--- config.mk ---
export PLATFORM = sky130hd
export DESIGN_NAME = adcc_top
export DESIGN_NICKNAME = d
export VERILOG_FILES = /design/src/adcc_pkg.sv /design/src/adcc_clk_div.sv /design/src/adcc_top.sv
export VERILOG_INCLUDE_DIRS = /design/src /design/src/src
export SDC_FILE = /design/constraint.sdc
export NUM_CORES = 1
export LEC_CHECK = 0
export BUFFER_PORTS_ARGS = -buffer_cell sky130_fd_sc_hd__buf_2
export CAP_MARGIN = 20
export CORE_ASPECT_RATIO = 1.1
export CORE_MARGIN = 10
export CORE_UTILIZATION = 53
export CTS_CLUSTER_DIAMETER = 150
export DETAILED_ROUTE_END_ITERATION = 8
export PLACE_DENSITY = 0.8
export SYNTH_ARGS = -nofsm -noshare
export SYNTH_HDL_FRONTEND = slang
export SYNTH_SLANG_ARGS = --single-unit
--- constraint.sdc ---
create_clock -name clk -period 3.8 [get_ports clk]
set_input_delay 0.19 -clock clk [delete_from_list [all_inputs] [get_ports clk]]
set_output_delay 0.19 -clock clk [all_outputs]
set_load 0.01 [all_outputs]
--- src/adcc_defines.svh ---
/*
  Offsets, field positions, reset values and cycle counts of the converter
  control block. Assumes inclusion by bare name from the design files.
*/
`ifndef ADCC_DEFINES_SVH
`define ADCC_DEFINES_SVH

// ------------------------------------------------------------
// Register indices (byte address is four times the index)
// ------------------------------------------------------------
`define ADCC_IDX_RES_LOW   3'h0
`define ADCC_IDX_RES_HIGH  3'h1
`define ADCC_IDX_CTRL2     3'h2
`define ADCC_IDX_CSR       3'h3
`define ADCC_IDX_MUX       3'h4

// ------------------------------------------------------------
// Field positions
// ------------------------------------------------------------
`define ADCC_CSR_EN        7
`define ADCC_CSR_START     6
`define ADCC_CSR_ATE       5
`define ADCC_CSR_FLAG      4
`define ADCC_CSR_IE        3
`define ADCC_MUX_REF_LSB   6
`define ADCC_MUX_TOUCH_LSB 4
`define ADCC_CTRL2_LADJ    3

// ------------------------------------------------------------
// Reset values, responses and cycle counts
// ------------------------------------------------------------
`define ADCC_RST_BYTE      8'h00
`define ADCC_RESP_OKAY     2'h0
`define ADCC_RESP_SLVERR   2'h2
`define ADCC_CYC_NORMAL    5'h0D
`define ADCC_CYC_LONG      5'h19

`endif

--- src/adcc_pkg.sv ---
/*
  Types of the converter control block.
  Assumes the defines header is compiled alongside.
*/
package adcc_pkg;

  typedef enum logic [1:0] {
    ADCC_ST_IDLE = 2'b01,
    ADCC_ST_CONV = 2'b10
  } adcc_state_t;

  typedef enum logic [1:0] {
    ADCC_REF_SUPPLY   = 2'b00,
    ADCC_REF_EXTERNAL = 2'b01,
    ADCC_REF_INTERNAL = 2'b10,
    ADCC_REF_RESERVED = 2'b11
  } adcc_ref_t;

endpackage

--- src/adcc_clk_div.sv ---
/*
  Converter clock divider: one-cycle tick every 2..128 system clocks.
  Assumes the divide code comes from a register on the same clock.
*/
`timescale 1ns/1ps

module adcc_clk_div
  import adcc_pkg::*;
(
  input  wire logic       clk,
  input  wire logic       sys_rst,
  input  wire logic       run,
  input  wire logic [2:0] div_code,
  output logic            tick
);

  logic [6:0] cnt_reg;
  logic [6:0] last;

  // ------------------------------------------------------------
  // Division factor
  // ------------------------------------------------------------
  always_comb
  begin
    unique case (div_code)
      3'h0, 3'h1: last = 7'h01;
      3'h2:       last = 7'h03;
      3'h3:       last = 7'h07;
      3'h4:       last = 7'h0F;
      3'h5:       last = 7'h1F;
      3'h6:       last = 7'h3F;
      3'h7:       last = 7'h7F;
    endcase
  end

  // ------------------------------------------------------------
  // Counter and tick
  // ------------------------------------------------------------
  always_ff @(posedge clk)
  begin
    if (sys_rst || !run)
    begin
      cnt_reg <= 7'h00;
      tick    <= 1'b0;
    end
    else if (cnt_reg >= last)
    begin
      cnt_reg <= 7'h00;
      tick    <= 1'b1;
    end
    else
    begin
      cnt_reg <= cnt_reg + 7'h01;
      tick    <= 1'b0;
    end
  end

endmodule // adcc_clk_div

--- src/adcc_top.sv ---
/*
  Control and register logic of a 10-bit converter, reached over AXI4-Lite.
  Assumes an analog core that samples on core_sample and returns its result
  with a core_done strobe before the conversion count ends.
*/
`timescale 1ns/1ps
`include "adcc_defines.svh"

// Summary of operation
// - Two-bit reference field: supply, external pin, internal 1.1V, reserved.
// - Reference write during conversion applies only after that conversion.
// - After any reference change the next conversion lasts 25 converter clocks.
// - Four-bit channel field: inputs 0-11, ground, reference, temperature, reserved.
// - Channel write during conversion applies only after that conversion.
// - Enable one turns converter on; zero turns off and aborts conversion.
// - Single mode: start per conversion; free running: one start, then automatic.
// - First conversion after enabling takes 25 clocks; normal ones take 13.
// - Start bit reads one while converting; writing zero does nothing.
// - With auto-trigger on, rising edge of selected trigger starts conversion.
// - Done flag sets when conversion finishes, also while the read lock keeps the result from updating.
// - Done flag clears on interrupt vector or write of one.
// - Interrupt requested when flag, enable bit and global enable are set.
// - Three-bit divider code: 2,2,4,8,16,32,64,128 system clocks.
// - After low byte read, results are held until high byte read.
// - Justify clear: high holds 9:8, low 7:0; set: high 9:2, low 1:0.
// - Trigger source field: 000 free running, others select trigger inputs.
// - Justify bit changes presentation immediately, even mid-conversion.
module adcc_top
  import adcc_pkg::*;
#(
  parameter int ADDR_W = 8
)
(
  input  wire logic              clk,
  input  wire logic              sys_rst,
  input  wire logic [ADDR_W-1:0] s_axi_awaddr,
  input  wire logic              s_axi_awvalid,
  output logic                   s_axi_awready,
  input  wire logic [31:0]       s_axi_wdata,
  input  wire logic [3:0]        s_axi_wstrb,
  input  wire logic              s_axi_wvalid,
  output logic                   s_axi_wready,
  output logic [1:0]             s_axi_bresp,
  output logic                   s_axi_bvalid,
  input  wire logic              s_axi_bready,
  input  wire logic [ADDR_W-1:0] s_axi_araddr,
  input  wire logic              s_axi_arvalid,
  output logic                   s_axi_arready,
  output logic [31:0]            s_axi_rdata,
  output logic [1:0]             s_axi_rresp,
  output logic                   s_axi_rvalid,
  input  wire logic              s_axi_rready,
  input  wire logic              global_irq_enable,
  input  wire logic              irq_vector_ack,
  input  wire logic [6:0]        trigger_inputs,
  output logic                   conversion_done_irq,
  output logic                   core_sample,
  output logic                   core_long,
  output logic [3:0]             core_input_channel_select,
  output logic [1:0]             core_reference_select,
  output logic                   core_clk_tick,
  input  wire logic [9:0]        core_result,
  input  wire logic              core_done
);

  generate
    if (ADDR_W < 5)
    begin : g_bad_addr
      $error("adcc_top: ADDR_W must be at least 5");
    end
  endgenerate

  // ------------------------------------------------------------
  // Helpers
  // ------------------------------------------------------------
  function automatic logic mapped(input logic [ADDR_W-1:0] a);
    mapped = (a[ADDR_W-1:2] <= ADDR_W'(`ADCC_IDX_MUX)) && (a[1:0] == 2'h0);
  endfunction

  function automatic logic [7:0] res_byte(input logic [9:0] r, input logic ladj, input logic high);
    if (high)
      res_byte = ladj ? r[9:2] : {6'h00, r[9:8]};
    else
      res_byte = ladj ? {r[1:0], 6'h00} : r[7:0];
  endfunction

  // ------------------------------------------------------------
  // Registers
  // ------------------------------------------------------------
  logic [1:0]  reference_select_reg;
  logic [1:0]  reserved_touch_reg;
  logic [3:0]  input_channel_select_reg;
  logic        converter_enable_reg;
  logic        auto_trigger_enable_reg;
  logic        conversion_done_flag_reg;
  logic        conversion_done_irq_enable_reg;
  logic [2:0]  converter_clock_divider_reg;
  logic        result_left_justify_reg;
  logic [2:0]  trigger_source_select_reg;
  logic [9:0]  result_reg;
  logic [9:0]  sample_reg;
  logic        lock_reg;
  logic        first_pending_reg;
  logic        ref_changed_reg;
  logic        trig_prev_reg;
  logic [4:0]  cyc_cnt_reg;
  adcc_state_t state_reg;

  // Bus holding registers
  logic [ADDR_W-1:0] aw_addr_reg;
  logic              aw_have_reg;
  logic [7:0]        w_data_reg;
  logic              w_lane0_reg;
  logic              w_have_reg;

  // ------------------------------------------------------------
  // Decode of the write and read in progress
  // ------------------------------------------------------------
  logic       wr_fire;
  logic [2:0] wr_idx;
  logic       wr_ok;
  logic       csr_wr;
  logic       mux_wr;
  logic       ctl2_wr;
  logic       en_next;
  logic       sw_start;
  logic [2:0] rd_idx;
  logic       rd_fire;

  assign wr_fire  = aw_have_reg && w_have_reg && !s_axi_bvalid;
  assign wr_idx   = aw_addr_reg[4:2];
  assign wr_ok    = wr_fire && mapped(aw_addr_reg) && w_lane0_reg;
  assign csr_wr   = wr_ok && (wr_idx == `ADCC_IDX_CSR);
  assign mux_wr   = wr_ok && (wr_idx == `ADCC_IDX_MUX);
  assign ctl2_wr  = wr_ok && (wr_idx == `ADCC_IDX_CTRL2);
  assign en_next  = csr_wr ? w_data_reg[`ADCC_CSR_EN] : converter_enable_reg;
  // Zero in the start position is simply ignored
  assign sw_start = csr_wr && w_data_reg[`ADCC_CSR_START] && w_data_reg[`ADCC_CSR_EN];
  assign rd_fire  = s_axi_arvalid && s_axi_arready;
  assign rd_idx   = s_axi_araddr[4:2];

  // ------------------------------------------------------------
  // Conversion sequencing
  // ------------------------------------------------------------
  logic       trig_sel;
  logic       auto_start;
  logic       conv_last;
  logic       done;
  logic       free_restart;
  logic       start_go;
  logic       idle;
  logic       long_go;

  assign idle      = (state_reg == ADCC_ST_IDLE);
  // Source zero is free running and never produces an edge
  assign trig_sel  = (trigger_source_select_reg == 3'h0) ? 1'b0
                     : trigger_inputs[trigger_source_select_reg - 3'h1];
  assign auto_start = auto_trigger_enable_reg && trig_sel && !trig_prev_reg;
  assign conv_last = (cyc_cnt_reg == ((core_long ? `ADCC_CYC_LONG : `ADCC_CYC_NORMAL) - 5'h01));
  assign done      = (state_reg == ADCC_ST_CONV) && core_clk_tick && conv_last && en_next;
  assign free_restart = done && auto_trigger_enable_reg && (trigger_source_select_reg == 3'h0);
  assign start_go  = en_next && ((idle && (sw_start || auto_start)) || free_restart);
  assign long_go   = first_pending_reg || ref_changed_reg || (csr_wr && !converter_enable_reg);

  always_ff @(posedge clk)
  begin
    if (sys_rst)
      trig_prev_reg <= 1'b0;
    else
      trig_prev_reg <= trig_sel;
  end

  always_ff @(posedge clk)
  begin
    if (sys_rst)
    begin
      state_reg   <= ADCC_ST_IDLE;
      cyc_cnt_reg <= 5'h00;
    end
    else if (!en_next)
    begin
      state_reg   <= ADCC_ST_IDLE;
      cyc_cnt_reg <= 5'h00;
    end
    else if (start_go)
    begin
      state_reg   <= ADCC_ST_CONV;
      cyc_cnt_reg <= 5'h00;
    end
    else if (done)
    begin
      state_reg   <= ADCC_ST_IDLE;
      cyc_cnt_reg <= 5'h00;
    end
    else if ((state_reg == ADCC_ST_CONV) && core_clk_tick)
      cyc_cnt_reg <= cyc_cnt_reg + 5'h01;
  end

  // First-conversion and reference-change markers
  always_ff @(posedge clk)
  begin
    if (sys_rst)
      first_pending_reg <= 1'b0;
    else if (csr_wr && w_data_reg[`ADCC_CSR_EN] && !converter_enable_reg)
      first_pending_reg <= !start_go;
    else if (!converter_enable_reg || start_go)
      first_pending_reg <= 1'b0;
  end

  always_ff @(posedge clk)
  begin
    if (sys_rst)
      ref_changed_reg <= 1'b0;
    else if (mux_wr && (w_data_reg[`ADCC_MUX_REF_LSB +: 2] != reference_select_reg))
      ref_changed_reg <= 1'b1;
    else if (start_go)
      ref_changed_reg <= 1'b0;
  end

  // ------------------------------------------------------------
  // Core request; settings latched only at conversion start
  // ------------------------------------------------------------
  always_ff @(posedge clk)
  begin
    if (sys_rst)
    begin
      core_sample               <= 1'b0;
      core_long                 <= 1'b0;
      core_input_channel_select <= 4'h0;
      core_reference_select     <= 2'h0;
    end
    else
    begin
      core_sample <= start_go;
      if (start_go)
      begin
        core_long                 <= long_go;
        core_input_channel_select <= input_channel_select_reg;
        core_reference_select     <= reference_select_reg;
      end
    end
  end

  adcc_clk_div u_clk_div (
    .clk      (clk),
    .sys_rst  (sys_rst),
    .run      (converter_enable_reg),
    .div_code (converter_clock_divider_reg),
    .tick     (core_clk_tick)
  );

  // ------------------------------------------------------------
  // Result capture and read lock
  // ------------------------------------------------------------
  always_ff @(posedge clk)
  begin
    if (sys_rst)
      sample_reg <= 10'h000;
    else if (core_done && (state_reg == ADCC_ST_CONV))
      sample_reg <= core_result;
  end

  always_ff @(posedge clk)
  begin
    if (sys_rst)
      result_reg <= 10'h000;
    else if (done && !lock_reg)
      result_reg <= core_done ? core_result : sample_reg;
  end

  always_ff @(posedge clk)
  begin
    if (sys_rst)
      lock_reg <= 1'b0;
    else if (rd_fire && mapped(s_axi_araddr) && (rd_idx == `ADCC_IDX_RES_LOW))
      lock_reg <= 1'b1;
    else if (rd_fire && mapped(s_axi_araddr) && (rd_idx == `ADCC_IDX_RES_HIGH))
      lock_reg <= 1'b0;
  end

  // ------------------------------------------------------------
  // Done flag and interrupt request
  // ------------------------------------------------------------
  always_ff @(posedge clk)
  begin
    if (sys_rst)
      conversion_done_flag_reg <= 1'b0;
    else if (done)
      conversion_done_flag_reg <= 1'b1;
    else if (irq_vector_ack || (csr_wr && w_data_reg[`ADCC_CSR_FLAG]))
      conversion_done_flag_reg <= 1'b0;
  end

  always_ff @(posedge clk)
  begin
    if (sys_rst)
      conversion_done_irq <= 1'b0;
    else
      conversion_done_irq <= conversion_done_flag_reg && conversion_done_irq_enable_reg
                             && global_irq_enable;
  end

  // ------------------------------------------------------------
  // Software-written fields
  // ------------------------------------------------------------
  always_ff @(posedge clk)
  begin
    if (sys_rst)
    begin
      converter_enable_reg           <= 1'b0;
      auto_trigger_enable_reg        <= 1'b0;
      conversion_done_irq_enable_reg <= 1'b0;
      converter_clock_divider_reg    <= 3'h0;
    end
    else if (csr_wr)
    begin
      converter_enable_reg           <= w_data_reg[`ADCC_CSR_EN];
      auto_trigger_enable_reg        <= w_data_reg[`ADCC_CSR_ATE];
      conversion_done_irq_enable_reg <= w_data_reg[`ADCC_CSR_IE];
      converter_clock_divider_reg    <= w_data_reg[2:0];
    end
  end

  always_ff @(posedge clk)
  begin
    if (sys_rst)
    begin
      reference_select_reg     <= 2'h0;
      reserved_touch_reg       <= 2'h0;
      input_channel_select_reg <= 4'h0;
    end
    else if (mux_wr)
    begin
      reference_select_reg     <= w_data_reg[`ADCC_MUX_REF_LSB +: 2];
      reserved_touch_reg       <= w_data_reg[`ADCC_MUX_TOUCH_LSB +: 2];
      input_channel_select_reg <= w_data_reg[3:0];
    end
  end

  always_ff @(posedge clk)
  begin
    if (sys_rst)
    begin
      result_left_justify_reg   <= 1'b0;
      trigger_source_select_reg <= 3'h0;
    end
    else if (ctl2_wr)
    begin
      result_left_justify_reg   <= w_data_reg[`ADCC_CTRL2_LADJ];
      trigger_source_select_reg <= w_data_reg[2:0];
    end
  end

  // ------------------------------------------------------------
  // AXI4-Lite write channels
  // ------------------------------------------------------------
  always_ff @(posedge clk)
  begin
    if (sys_rst)
    begin
      aw_have_reg   <= 1'b0;
      aw_addr_reg   <= '0;
      s_axi_awready <= 1'b1;
    end
    else if (s_axi_awvalid && s_axi_awready)
    begin
      aw_have_reg   <= 1'b1;
      aw_addr_reg   <= s_axi_awaddr;
      s_axi_awready <= 1'b0;
    end
    else if (s_axi_bvalid && s_axi_bready)
      s_axi_awready <= 1'b1;
    else if (wr_fire)
      aw_have_reg   <= 1'b0;
  end

  always_ff @(posedge clk)
  begin
    if (sys_rst)
    begin
      w_have_reg   <= 1'b0;
      w_data_reg   <= `ADCC_RST_BYTE;
      w_lane0_reg  <= 1'b0;
      s_axi_wready <= 1'b1;
    end
    else if (s_axi_wvalid && s_axi_wready)
    begin
      w_have_reg   <= 1'b1;
      w_data_reg   <= s_axi_wdata[7:0];
      w_lane0_reg  <= s_axi_wstrb[0];
      s_axi_wready <= 1'b0;
    end
    else if (s_axi_bvalid && s_axi_bready)
      s_axi_wready <= 1'b1;
    else if (wr_fire)
      w_have_reg   <= 1'b0;
  end

  always_ff @(posedge clk)
  begin
    if (sys_rst)
    begin
      s_axi_bvalid <= 1'b0;
      s_axi_bresp  <= `ADCC_RESP_OKAY;
    end
    else if (wr_fire)
    begin
      s_axi_bvalid <= 1'b1;
      s_axi_bresp  <= mapped(aw_addr_reg) ? `ADCC_RESP_OKAY : `ADCC_RESP_SLVERR;
    end
    else if (s_axi_bready)
      s_axi_bvalid <= 1'b0;
  end

  // ------------------------------------------------------------
  // AXI4-Lite read channels
  // ------------------------------------------------------------
  logic [7:0] rd_byte;

  always_comb
  begin
    rd_byte = `ADCC_RST_BYTE;
    unique case (rd_idx)
      `ADCC_IDX_RES_LOW:  rd_byte = res_byte(result_reg, result_left_justify_reg, 1'b0);
      `ADCC_IDX_RES_HIGH: rd_byte = res_byte(result_reg, result_left_justify_reg, 1'b1);
      `ADCC_IDX_CTRL2:    rd_byte = {4'h0, result_left_justify_reg, trigger_source_select_reg};
      `ADCC_IDX_CSR:      rd_byte = {converter_enable_reg, !idle, auto_trigger_enable_reg,
                                     conversion_done_flag_reg, conversion_done_irq_enable_reg,
                                     converter_clock_divider_reg};
      `ADCC_IDX_MUX:      rd_byte = {reference_select_reg, reserved_touch_reg, input_channel_select_reg};
      default:            rd_byte = `ADCC_RST_BYTE;
    endcase
  end

  always_ff @(posedge clk)
  begin
    if (sys_rst)
    begin
      s_axi_arready <= 1'b1;
      s_axi_rvalid  <= 1'b0;
      s_axi_rdata   <= 32'h0000_0000;
      s_axi_rresp   <= `ADCC_RESP_OKAY;
    end
    else if (rd_fire)
    begin
      s_axi_arready <= 1'b0;
      s_axi_rvalid  <= 1'b1;
      s_axi_rdata   <= mapped(s_axi_araddr) ? {24'h000000, rd_byte} : 32'h0000_0000;
      s_axi_rresp   <= mapped(s_axi_araddr) ? `ADCC_RESP_OKAY : `ADCC_RESP_SLVERR;
    end
    else if (s_axi_rvalid && s_axi_rready)
    begin
      s_axi_rvalid  <= 1'b0;
      s_axi_arready <= 1'b1;
    end
  end

endmodule // adcc_top

==> impl.org, run 1 <==
** Worst hold path
- Min-Delay Path Depth :: 3
- Start point of the worst min-delay path :: s_axi_wdata[0]
- The tightest min-delay check is of the in -> reg type.
- Worst min-delay path endpoint :: w_data_reg[0]$_SDFFE_PP0P_

** Yosys
- Commonest cells in the netlist :: sky130_fd_sc_hd__dfxtp_1 (107), sky130_fd_sc_hd__nand2_1 (69), sky130_fd_sc_hd__nor2_1 (69)
- The cell area that synthesis handed to floorplanning was between 4000 and 5000 um2.
- Summed over all instances, the cell type with the most area after synthesis is sky130_fd_sc_hd__dfxtp_1.
- FF+latch count, synth :: 107
- In the post-synthesis netlist, the biggest area contributors are sky130_fd_sc_hd__dfxtp_1 (43%), sky130_fd_sc_hd__mux2i_1 (9.9%), sky130_fd_sc_hd__nand2_1 (5.2%), sky130_fd_sc_hd__nor2_1 (5.2%), sky130_fd_sc_hd__buf_4 (3.9%).
- Most frequently used cell type in the post-synthesis netlist :: sky130_fd_sc_hd__dfxtp_1
- Portion of synthesized cell area occupied by the leading cell type :: 43.1%
- Synthesis instantiated 56 different standard cells from the library.
- Predominant post-synthesis flop cell :: sky130_fd_sc_hd__dfxtp_1
- Post-synth EDFFs :: 0
- Post-synthesis instance total :: about 560
- Counting flops with an async set or reset pin after synthesis yields a share of 0%.
- A synthesized cell averages approximately 9 um2.
- Warnings, synthesis :: 0
- For this run, the register share of the synthesized area comes to a little over two fifths.

** Cells and area
- Area overhead of the layout relative to synthesis :: 10.7%
- The finished layout holds roughly 750 standard cells, fillers aside.
- Fraction of layout cells with a size suffix above 1 :: around 17%
- The repair_antennas step left the layout with diodes totalling 0.
- The final layout contains between 700 and 800 nets.

** GRT
- After global routing, the most crowded layer is met2.
- Global Route met1 Usage :: between 15 and 20%
- For this run the aggregate overflow at the end of global routing stands at 0.
- Overall Global Routing Usage :: between 10% and 20%
- Fraction of met3 tracks used by global routing :: between 5 and 6%
- Maximum number of pins on one net before global-route repair :: between 80 and 90
- The first global-routing pass estimated around 19,000 um of wire.
- The initial antenna violation count came to 0.
- The via count of the first global-routing pass is around 4,000.
- For met2 alone, demand over resource in global routing was between 20% and 30%.

** Critical path
- The worst setup path is of the reg -> reg kind.
- The worst setup path is captured at a flip-flop.
- The worst setup path is launched from a flip-flop.
- R2R Path Start :: trigger_source_select_reg[0]$_SDFFE_PP0P_
- Along the worst path, the maximum fanout reaches 8.
- At the worst endpoint, the arrival time is approximately 3.2 ns.
- Endpoint of the worst-slack reg-to-reg timing path :: core_long$_SDFFE_PP0P_
- Reg-to-reg slack, setup :: around 0.86 ns
- For the worst flop-to-flop path, the logic depth is 8.
- Worst path required time :: roughly 4 ns

** Detailed routing
- Antenna viol nets, final :: 0
- In the routed layout, each cell is associated on average with a via count of ~5.4.
- Number of remaining DRC errors :: 0
- Across all layers, the routed design uses 4,031 vias.
- Number of DRC markers in iteration 0 :: 207
- Wire length per cell :: approximately 15 um
- Detailed Route WL :: about 11,000 um
- First-pass iteration count of the detailed router :: 5

** Timing
- Max Clock Skew :: about 0.0085 ns
- The final number of max-transition violations was 0.
- For the final routed database, the setup TNS stands at 0 ns.
- Setup repair after global routing missed its margin :: false
- Counting I/O delays and the setup requirement, the final critical path takes between 2 and 3 ns.
- Highest attainable clock frequency :: approximately 340 MHz
- Slew of the pin with the lowest slew margin :: between 0.8 and 0.9 ns
- Setup violations remaining at the end of the flow were counted as 0.
- Worst slew margin :: a little under half
- The number of hold violations in the final report is 0.
- Dividing the final minimum period by the clock period gives between 70% and 80%.

** Placed design
- Placer's final routability congestion estimate :: about 0.81
- During placement, the flow inserted port buffers numbering 76.
- Including well taps, the total number of placed cells is between 700 and 800.
- DP Wirelength :: ~8400 um

** Die
- For this configuration, the core starts out at a cell density of a little over half.
- The initialized floorplan defines 37 standard-cell rows.
- The floorplan step defined a die boundary enclosing about 14,000 um2.
- Core Area :: a little over 9000 um2
- DIE WIDTH :: 112 um
- between 100 and 150 I/O pins were placed.
- From bottom edge to top edge, the die measures about 120 um.

** Outcome
- The flow ran to the end, and the final reports show no timing, DRC or antenna violations.

** CTS
- In this run the deepest clock path goes through 2 buffers.
- TritonCTS Buffers :: 9
- Level count of the clock H-tree :: 3
- Hold bufs inserted after CTS :: 0
- For the worst-skew pair, the clock arrives at the later sink with an insertion delay of 0.37 ns.
- After clock tree synthesis, the clock-pin slew on the worst setup and hold paths is roughly 0.1 ns.
- Number of gates resized after cts :: 0
- After clock tree synthesis, the setup repair step added 0 buffers.
- TritonCTS built the clock tree.
- Clock sink count :: between 100 and 150
- CTS root buf :: sky130_fd_sc_hd__clkbuf_8

** Power and ir drop
- Power density over the cells :: around 360 nW/um2
- Largest vdd supply drop :: ~310 uV
- Total leakage power :: 2.35 nW

** Run
- MaxCap Viol Count :: 0
per-layer routing:
metal / routed length [um] / part of all wire (%)
met4: 227 / 2.0
met1: 4850 / 43
met5: 0 / 0
met2: 5390 / 48
met3: 788 / 7.0
through the flow:
stage	hold WS (ns)	util (%)	worst slack (ns)	power [mW]	instance area [um2]
6_report	0.0483	59.5	0.862	2.01	5510
3_3_place_gp	0.431	57.3	0.993	1.31	5300
5_1_grt	0.0495	59.5	0.731	2.08	5510
4_1_cts	0.0389	59.5	0.853	2.02	5510
2_1_floorplan	0.326	-	1.16	1.28	5070
3_5_place_dp	0.438	57.3	0.910	1.31	5300
cells by family after synthesis:
logic type,after synthesis,share of synthesized area [%]
XOR/XNOR,11,1.94
AO/OA/AOI/OAI,100,13.2
adder cells (fa/ha/maj),11,2.77
AND/OR/NAND/NOR,204,19.1
buffers and inverters,72,7.62
flip-flops,107,43.1
other,1,0.0754
multiplexers,58,12.3
cell type report:
type                            instances  area, um2
Fill cell                             841       3750
Multi-Input combinational cell        410       2550
Sequential cell                       107       2140
Timing Repair Buffer                   78        395
Clock buffer                           13        159
Tap cell                              117        146
Inverter                               18       67.6
Clock inverter                          3       46.3
worst max path at each step:
stage / startpoint / end / slack [ns] / cells past startpoint
after floorplan: trigger_source_select_reg[0]$_SDFFE_PP0P_ / core_long$_SDFFE_PP0P_ / 1.16 / 9
after global placement: trigger_source_select_reg[0]$_SDFFE_PP0P_ / core_long$_SDFFE_PP0P_ / 0.99 / 8
after detailed placement: trigger_source_select_reg[0]$_SDFFE_PP0P_ / core_long$_SDFFE_PP0P_ / 0.91 / 8
after CTS: trigger_source_select_reg[0]$_SDFFE_PP0P_ / core_long$_SDFFE_PP0P_ / 0.85 / 8
after global routing: trigger_source_select_reg[0]$_SDFFE_PP0P_ / core_long$_SDFFE_PP0P_ / 0.73 / 8
final: trigger_source_select_reg[0]$_SDFFE_PP0P_ / core_long$_SDFFE_PP0P_ / 0.86 / 8
critical path, stage by stage (launching register included):
cell                      delay (ns)
sky130_fd_sc_hd__dfxtp_1        0.38
sky130_fd_sc_hd__inv_1          0.13
sky130_fd_sc_hd__ha_1           0.47
sky130_fd_sc_hd__mux2_1         0.38
sky130_fd_sc_hd__mux4_2         0.50
sky130_fd_sc_hd__and3_4         0.21
sky130_fd_sc_hd__a31oi_4        0.22
sky130_fd_sc_hd__a31oi_4        0.22
sky130_fd_sc_hd__mux2_4         0.34
cells in the final DEF (no fill, tap or decap), drive strengths merged, types with 3 or more instances in the layout:
cell type  Yosys  routed
inv           18      18
and3           3       3
o21a           3       3
and2           8       8
mux2           8       8
nand3          8       8
a31oi          3       3
nor2b         10      10
conb           1      26
nor3          13      13
xor2           7       7
o21ai         19      19
buf           34      78
dfxtp        107     107
nand4          6       6
nand2         69      69
a21oi         37      37
a211oi        11      11
and3b          4       4
xnor2          4       4
ha            11      11
a21o           3       3
mux2i         49      49
clkbuf        20      13
a22oi         10      10
nor2          69      69
report_power, final:
group | total (mW) | internal (mW) | switching (mW) | leakage [nW]
Combinational | 0.135 | 0.0496 | 0.0852 | 1.38
Clock | 0.718 | 0.343 | 0.375 | 0.0998
Sequential | 1.15 | 1.14 | 0.0162 | 0.866
Total | 2.01 | 1.53 | 0.476 | 2.35
Note: power is estimated with default switching activity, not from simulation.
==> run 2: changes to the inputs <==
--- a/config.mk
+++ b/config.mk
@@ -10,10 +10,10 @@
 export CAP_MARGIN = 20
 export CORE_ASPECT_RATIO = 1.1
 export CORE_MARGIN = 10
-export CORE_UTILIZATION = 53
+export CORE_UTILIZATION = 48
 export CTS_CLUSTER_DIAMETER = 150
 export DETAILED_ROUTE_END_ITERATION = 8
-export PLACE_DENSITY = 0.8
+export PLACE_DENSITY = 0.77
 export SYNTH_ARGS = -nofsm -noshare
 export SYNTH_HDL_FRONTEND = slang
 export SYNTH_SLANG_ARGS = --single-unit
==> constraint.sdc (replaced) <==
create_clock -name clk -period 2.5 [get_ports clk]
set_input_delay 0.125 -clock clk [delete_from_list [all_inputs] [get_ports clk]]
set_output_delay 0.125 -clock clk [all_outputs]
set_load 0.01 [all_outputs]
==> impl.org, run 2 (synthesized netlist as in run 1, its figures left out) <==
** Power and ir drop
- The share of total power consumed by net switching is 23.4% (was 23.7%).
- The sequential power share was 58.5% (was 57.5%).
- Power density over the cells :: 525 nW/um2 (was 365 nW/um2)
- The internal power component is 2.30 mW (was 1.53 mW).
- Total leakage power :: 2.45 nW (was 2.35 nW)
- Overall Power :: 3.00 mW (was 2.01 mW)
- The worst supply voltage drop on vdd was 316 uV (was 311 uV).
- Clock power share :: 34.1% (was 35.8%)
- The combinational share of power is 7.3% (was 6.7%).
- Net switching component of the power :: 701 uW (was 476 uW)

** Critical path
- Ordered cell list for the critical path :: inv_4, ha_4, mux2_4, mux4_2, and3_4, a31oi_4, a31oi_4, mux2_4 (was inv_1, ha_1, mux2_1, mux4_2, and3_4, a31oi_4, a31oi_4, mux2_4)
- The maximum fanout along the worst path was 6 (was 8).
- The required time reported for the critical path endpoint came to 2.76 ns (was 4.06 ns).
- Arrival time of data at the critical path endpoint :: 2.72 ns (was 3.20 ns)
- Crit-path max cell delay :: 0.48 ns (was 0.50 ns)
- The critical path startpoint category is a flip-flop (unchanged).
- The critical path endpoint category is a flip-flop (unchanged).
- Critical-path cell with the highest stage delay :: sky130_fd_sc_hd__mux4_2 (unchanged)
- The launching element of the worst setup path was trigger_source_select_reg[0]$_SDFFE_PP0P_ (unchanged).
- The launch instance of the worst register-to-register path was trigger_source_select_reg[0]$_SDFFE_PP0P_ (unchanged).
- Critical path type :: reg -> reg (unchanged)

** CTS
- Clock sink count :: 107 (unchanged)
- TritonCTS clock tree :: yes (unchanged)
- The level count of the clock H-tree is 3 (unchanged).
- TritonCTS Buffers :: 9 (unchanged)
- The root cell of the clock tree was sky130_fd_sc_hd__clkbuf_8 (unchanged).
- The maximum buffer depth of the clock tree came to 2 (unchanged).
- The clock latency reported for the late side of the worst-skew pair was 0.36 ns (was 0.37 ns).
- Clock slew at the register clock pins of the worst setup and hold paths :: 0.09 ns (was 0.10 ns)

** GRT
- Number of antenna violations at the first check in global routing :: 0 (unchanged)
- The final global-route overflow total came to 0 (unchanged).
- Global-route wire length before repair :: 18,900 um (was 18,600 um)
- The via count of the first global-routing pass came to 4,051 (was 4,032).
- The maximum number of pins on one net before global-route repair was 76 (was 81).
- Overall Global Routing Usage :: 15.4% (was 16.3%)

** Cells and area
- The filler cell count in the final layout is 913 (was 841).
- The number of antenna cells inserted was 0 (unchanged).
- Fraction of layout cells with a size suffix above 1 :: 19.6% (was 17.2%)
- Most used cells in the layout excluding fill and tap cells :: sky130_fd_sc_hd__dfxtp_1 (105), sky130_fd_sc_hd__buf_2 (76), sky130_fd_sc_hd__nor2_1 (69), sky130_fd_sc_hd__nand2_1 (69), sky130_fd_sc_hd__mux2i_1 (49) (was sky130_fd_sc_hd__dfxtp_1 (107), sky130_fd_sc_hd__buf_2 (76), sky130_fd_sc_hd__nor2_1 (69), sky130_fd_sc_hd__nand2_1 (69), sky130_fd_sc_hd__mux2i_1 (49))
- Leading cell type in the layout, fill and taps excluded :: sky130_fd_sc_hd__dfxtp_1 (unchanged)
- The net count reported at finish was 736 (was 714).
- Layout Cells excl Fill :: 769 (was 746)
- Area overhead of the layout relative to synthesis :: 15.0% (was 10.7%)
- Core occupancy in the finished layout :: 57.3% (was 59.5%)

** Timing
- Final worst path period need :: 2.46 ns (was 2.94 ns)
- Setup repair after global routing missed its margin :: true (was false)
- Max Clock Skew :: 0.00710 ns (was 0.00852 ns)
- Number of pins exceeding their max-slew limit in the final report :: 0 (unchanged)
- Tcrit/Tclk final :: 98.4% (was 77.3%)
- Final setup viols :: 0 (unchanged)
- The worst-case headroom to the max-slew limit is 51.0% (was 45.9%).
- The number of hold violations in the final report came to 0 (unchanged).
- Slew of the pin with the lowest slew margin :: 0.734 ns (was 0.811 ns)
- The maximum clock frequency came to 407 MHz (was 340 MHz).

** Die
- Starting density of the core :: 49.8% (was 53.7%)
- Core Area :: 9980 um2 (was 9260 um2)
- The die width came to 117 um (was 112 um).
- Die extent in y :: 127 um (was 122 um)
- The area enclosed by the die boundary is 14,800 um2 (was 13,700 um2).
- The cell row count was 38 (was 37).
- The top-level port count is 130 (unchanged).

** Run
- The reported max-cap violation count came to 0 (unchanged).

** Placed design
- The final HPWL from detailed placement was 8830 um (was 8410 um).
- Placer's final routability congestion estimate :: 0.837 (was 0.811)
- The cell count after placement was 741 (was 730).
- The quantity of I/O buffers inserted on ports was 76 (unchanged).

** Detailed routing
- Antenna viol nets, final :: 0 (unchanged)
- Number of remaining DRC errors :: 0 (unchanged)
- The number of search-and-repair iterations in the first detailed-routing pass was 4 (was 5).
- Wire length per cell :: 15.2 um (was 15.1 um)
- Vias/cell :: 5.36 (was 5.40)
- The total length of routed wires came to 11,700 um (was 11,300 um).
- Routed via count :: 4,119 (was 4,031)
- Number of DRC markers in iteration 0 :: 348 (was 207)

** Worst hold path
- Start point of the worst min-delay path :: s_axi_wdata[1] (was s_axi_wdata[0])
- Class of the most critical hold timing path :: in -> reg (unchanged)

** Outcome
- Run status: finished, final reports clean (unchanged).
## run 2: path summary, 6_finish.rpt
| kind | endpoint | slack (ns) | cells after the start |
|---|---|---|---|
| setup / recovery | core_long$_SDFFE_PP0P_ | 0.04 | 8 |
| hold / removal | w_data_reg[1]$_SDFFE_PP0P_ | 0.007 | 3 |
| setup reg to reg | core_long$_SDFFE_PP0P_ | 0.04 | 8 |
| hold reg to reg | aw_addr_reg[0]$_SDFFE_PP0P_ | 0.47 | 2 |
## run 2: layout make-up
type	count	area [um2]	area share (%)
Timing Repair Buffer	100	589	10.3
Tap cell	120	150	2.62
Sequential cell	107	2140	37.5
Multi-Input combinational cell	410	2580	45.2
Clock buffer	12	145	2.54
Clock inverter	2	37.5	0.656
Inverter	18	70.1	1.22
## run 2: routing by layer
layer,part of all wire (%),GRT usage [%],vias up
met2,49,25.5,106
met1,43,19.0,1951
met4,0.79,5.17,0
li1,-,-,2056
met3,7.0,3.49,6
met5,0,0,-
## run 2: power by group through the flow
stage | Sequential (mW) | Clock, mW | Combinational [mW]
after floorplan | 1.79 | 0 | 0.157
after global placement | 1.79 | 0 | 0.197
after detailed placement | 1.80 | 0 | 0.204
after CTS | 1.76 | 1.04 | 0.214
after global routing | 1.76 | 1.11 | 0.246
final | 1.76 | 1.02 | 0.221
## run 2: worst max-delay path: cells and delay by family (launching register included)
| kind | cells | cell delay, ns |
|---|---|---|
| AO/OA/AOI/OAI | 2 | 0.35 |
| adder cells (fa/ha/maj) | 1 | 0.31 |
| buffers and inverters | 1 | 0.04 |
| flip-flops | 1 | 0.36 |
| multiplexers | 3 | 1.09 |
| AND/OR/NAND/NOR | 1 | 0.20 |
## run 2: per-stage QoR
step	setup TNS [ns]	instance area (um2)	hold WS [ns]	setup WS [ns]
floorplan	-0.0271	5090	0.261	-0.0271
global placement	0	5390	0.367	0.0599
detailed placement	-0.0146	5390	0.371	-0.0146
CTS	0	5680	0.00229	0.00599
global route	-0.133	5720	0.00970	-0.0325
finish	0	5720	0.00709	0.0412
## run 2: what timing repair did
| action | in CTS | in global routing |
|---|---|---|
| hold endpoints to repair | 8 | 2 |
| resized for setup | 1 | 4 |
| setup endpoints to repair | 5 | 16 |
| setup buffers | 3 | 1 |
| pin swaps | 1 | 2 |
| hold buffers | 8 | 2 |
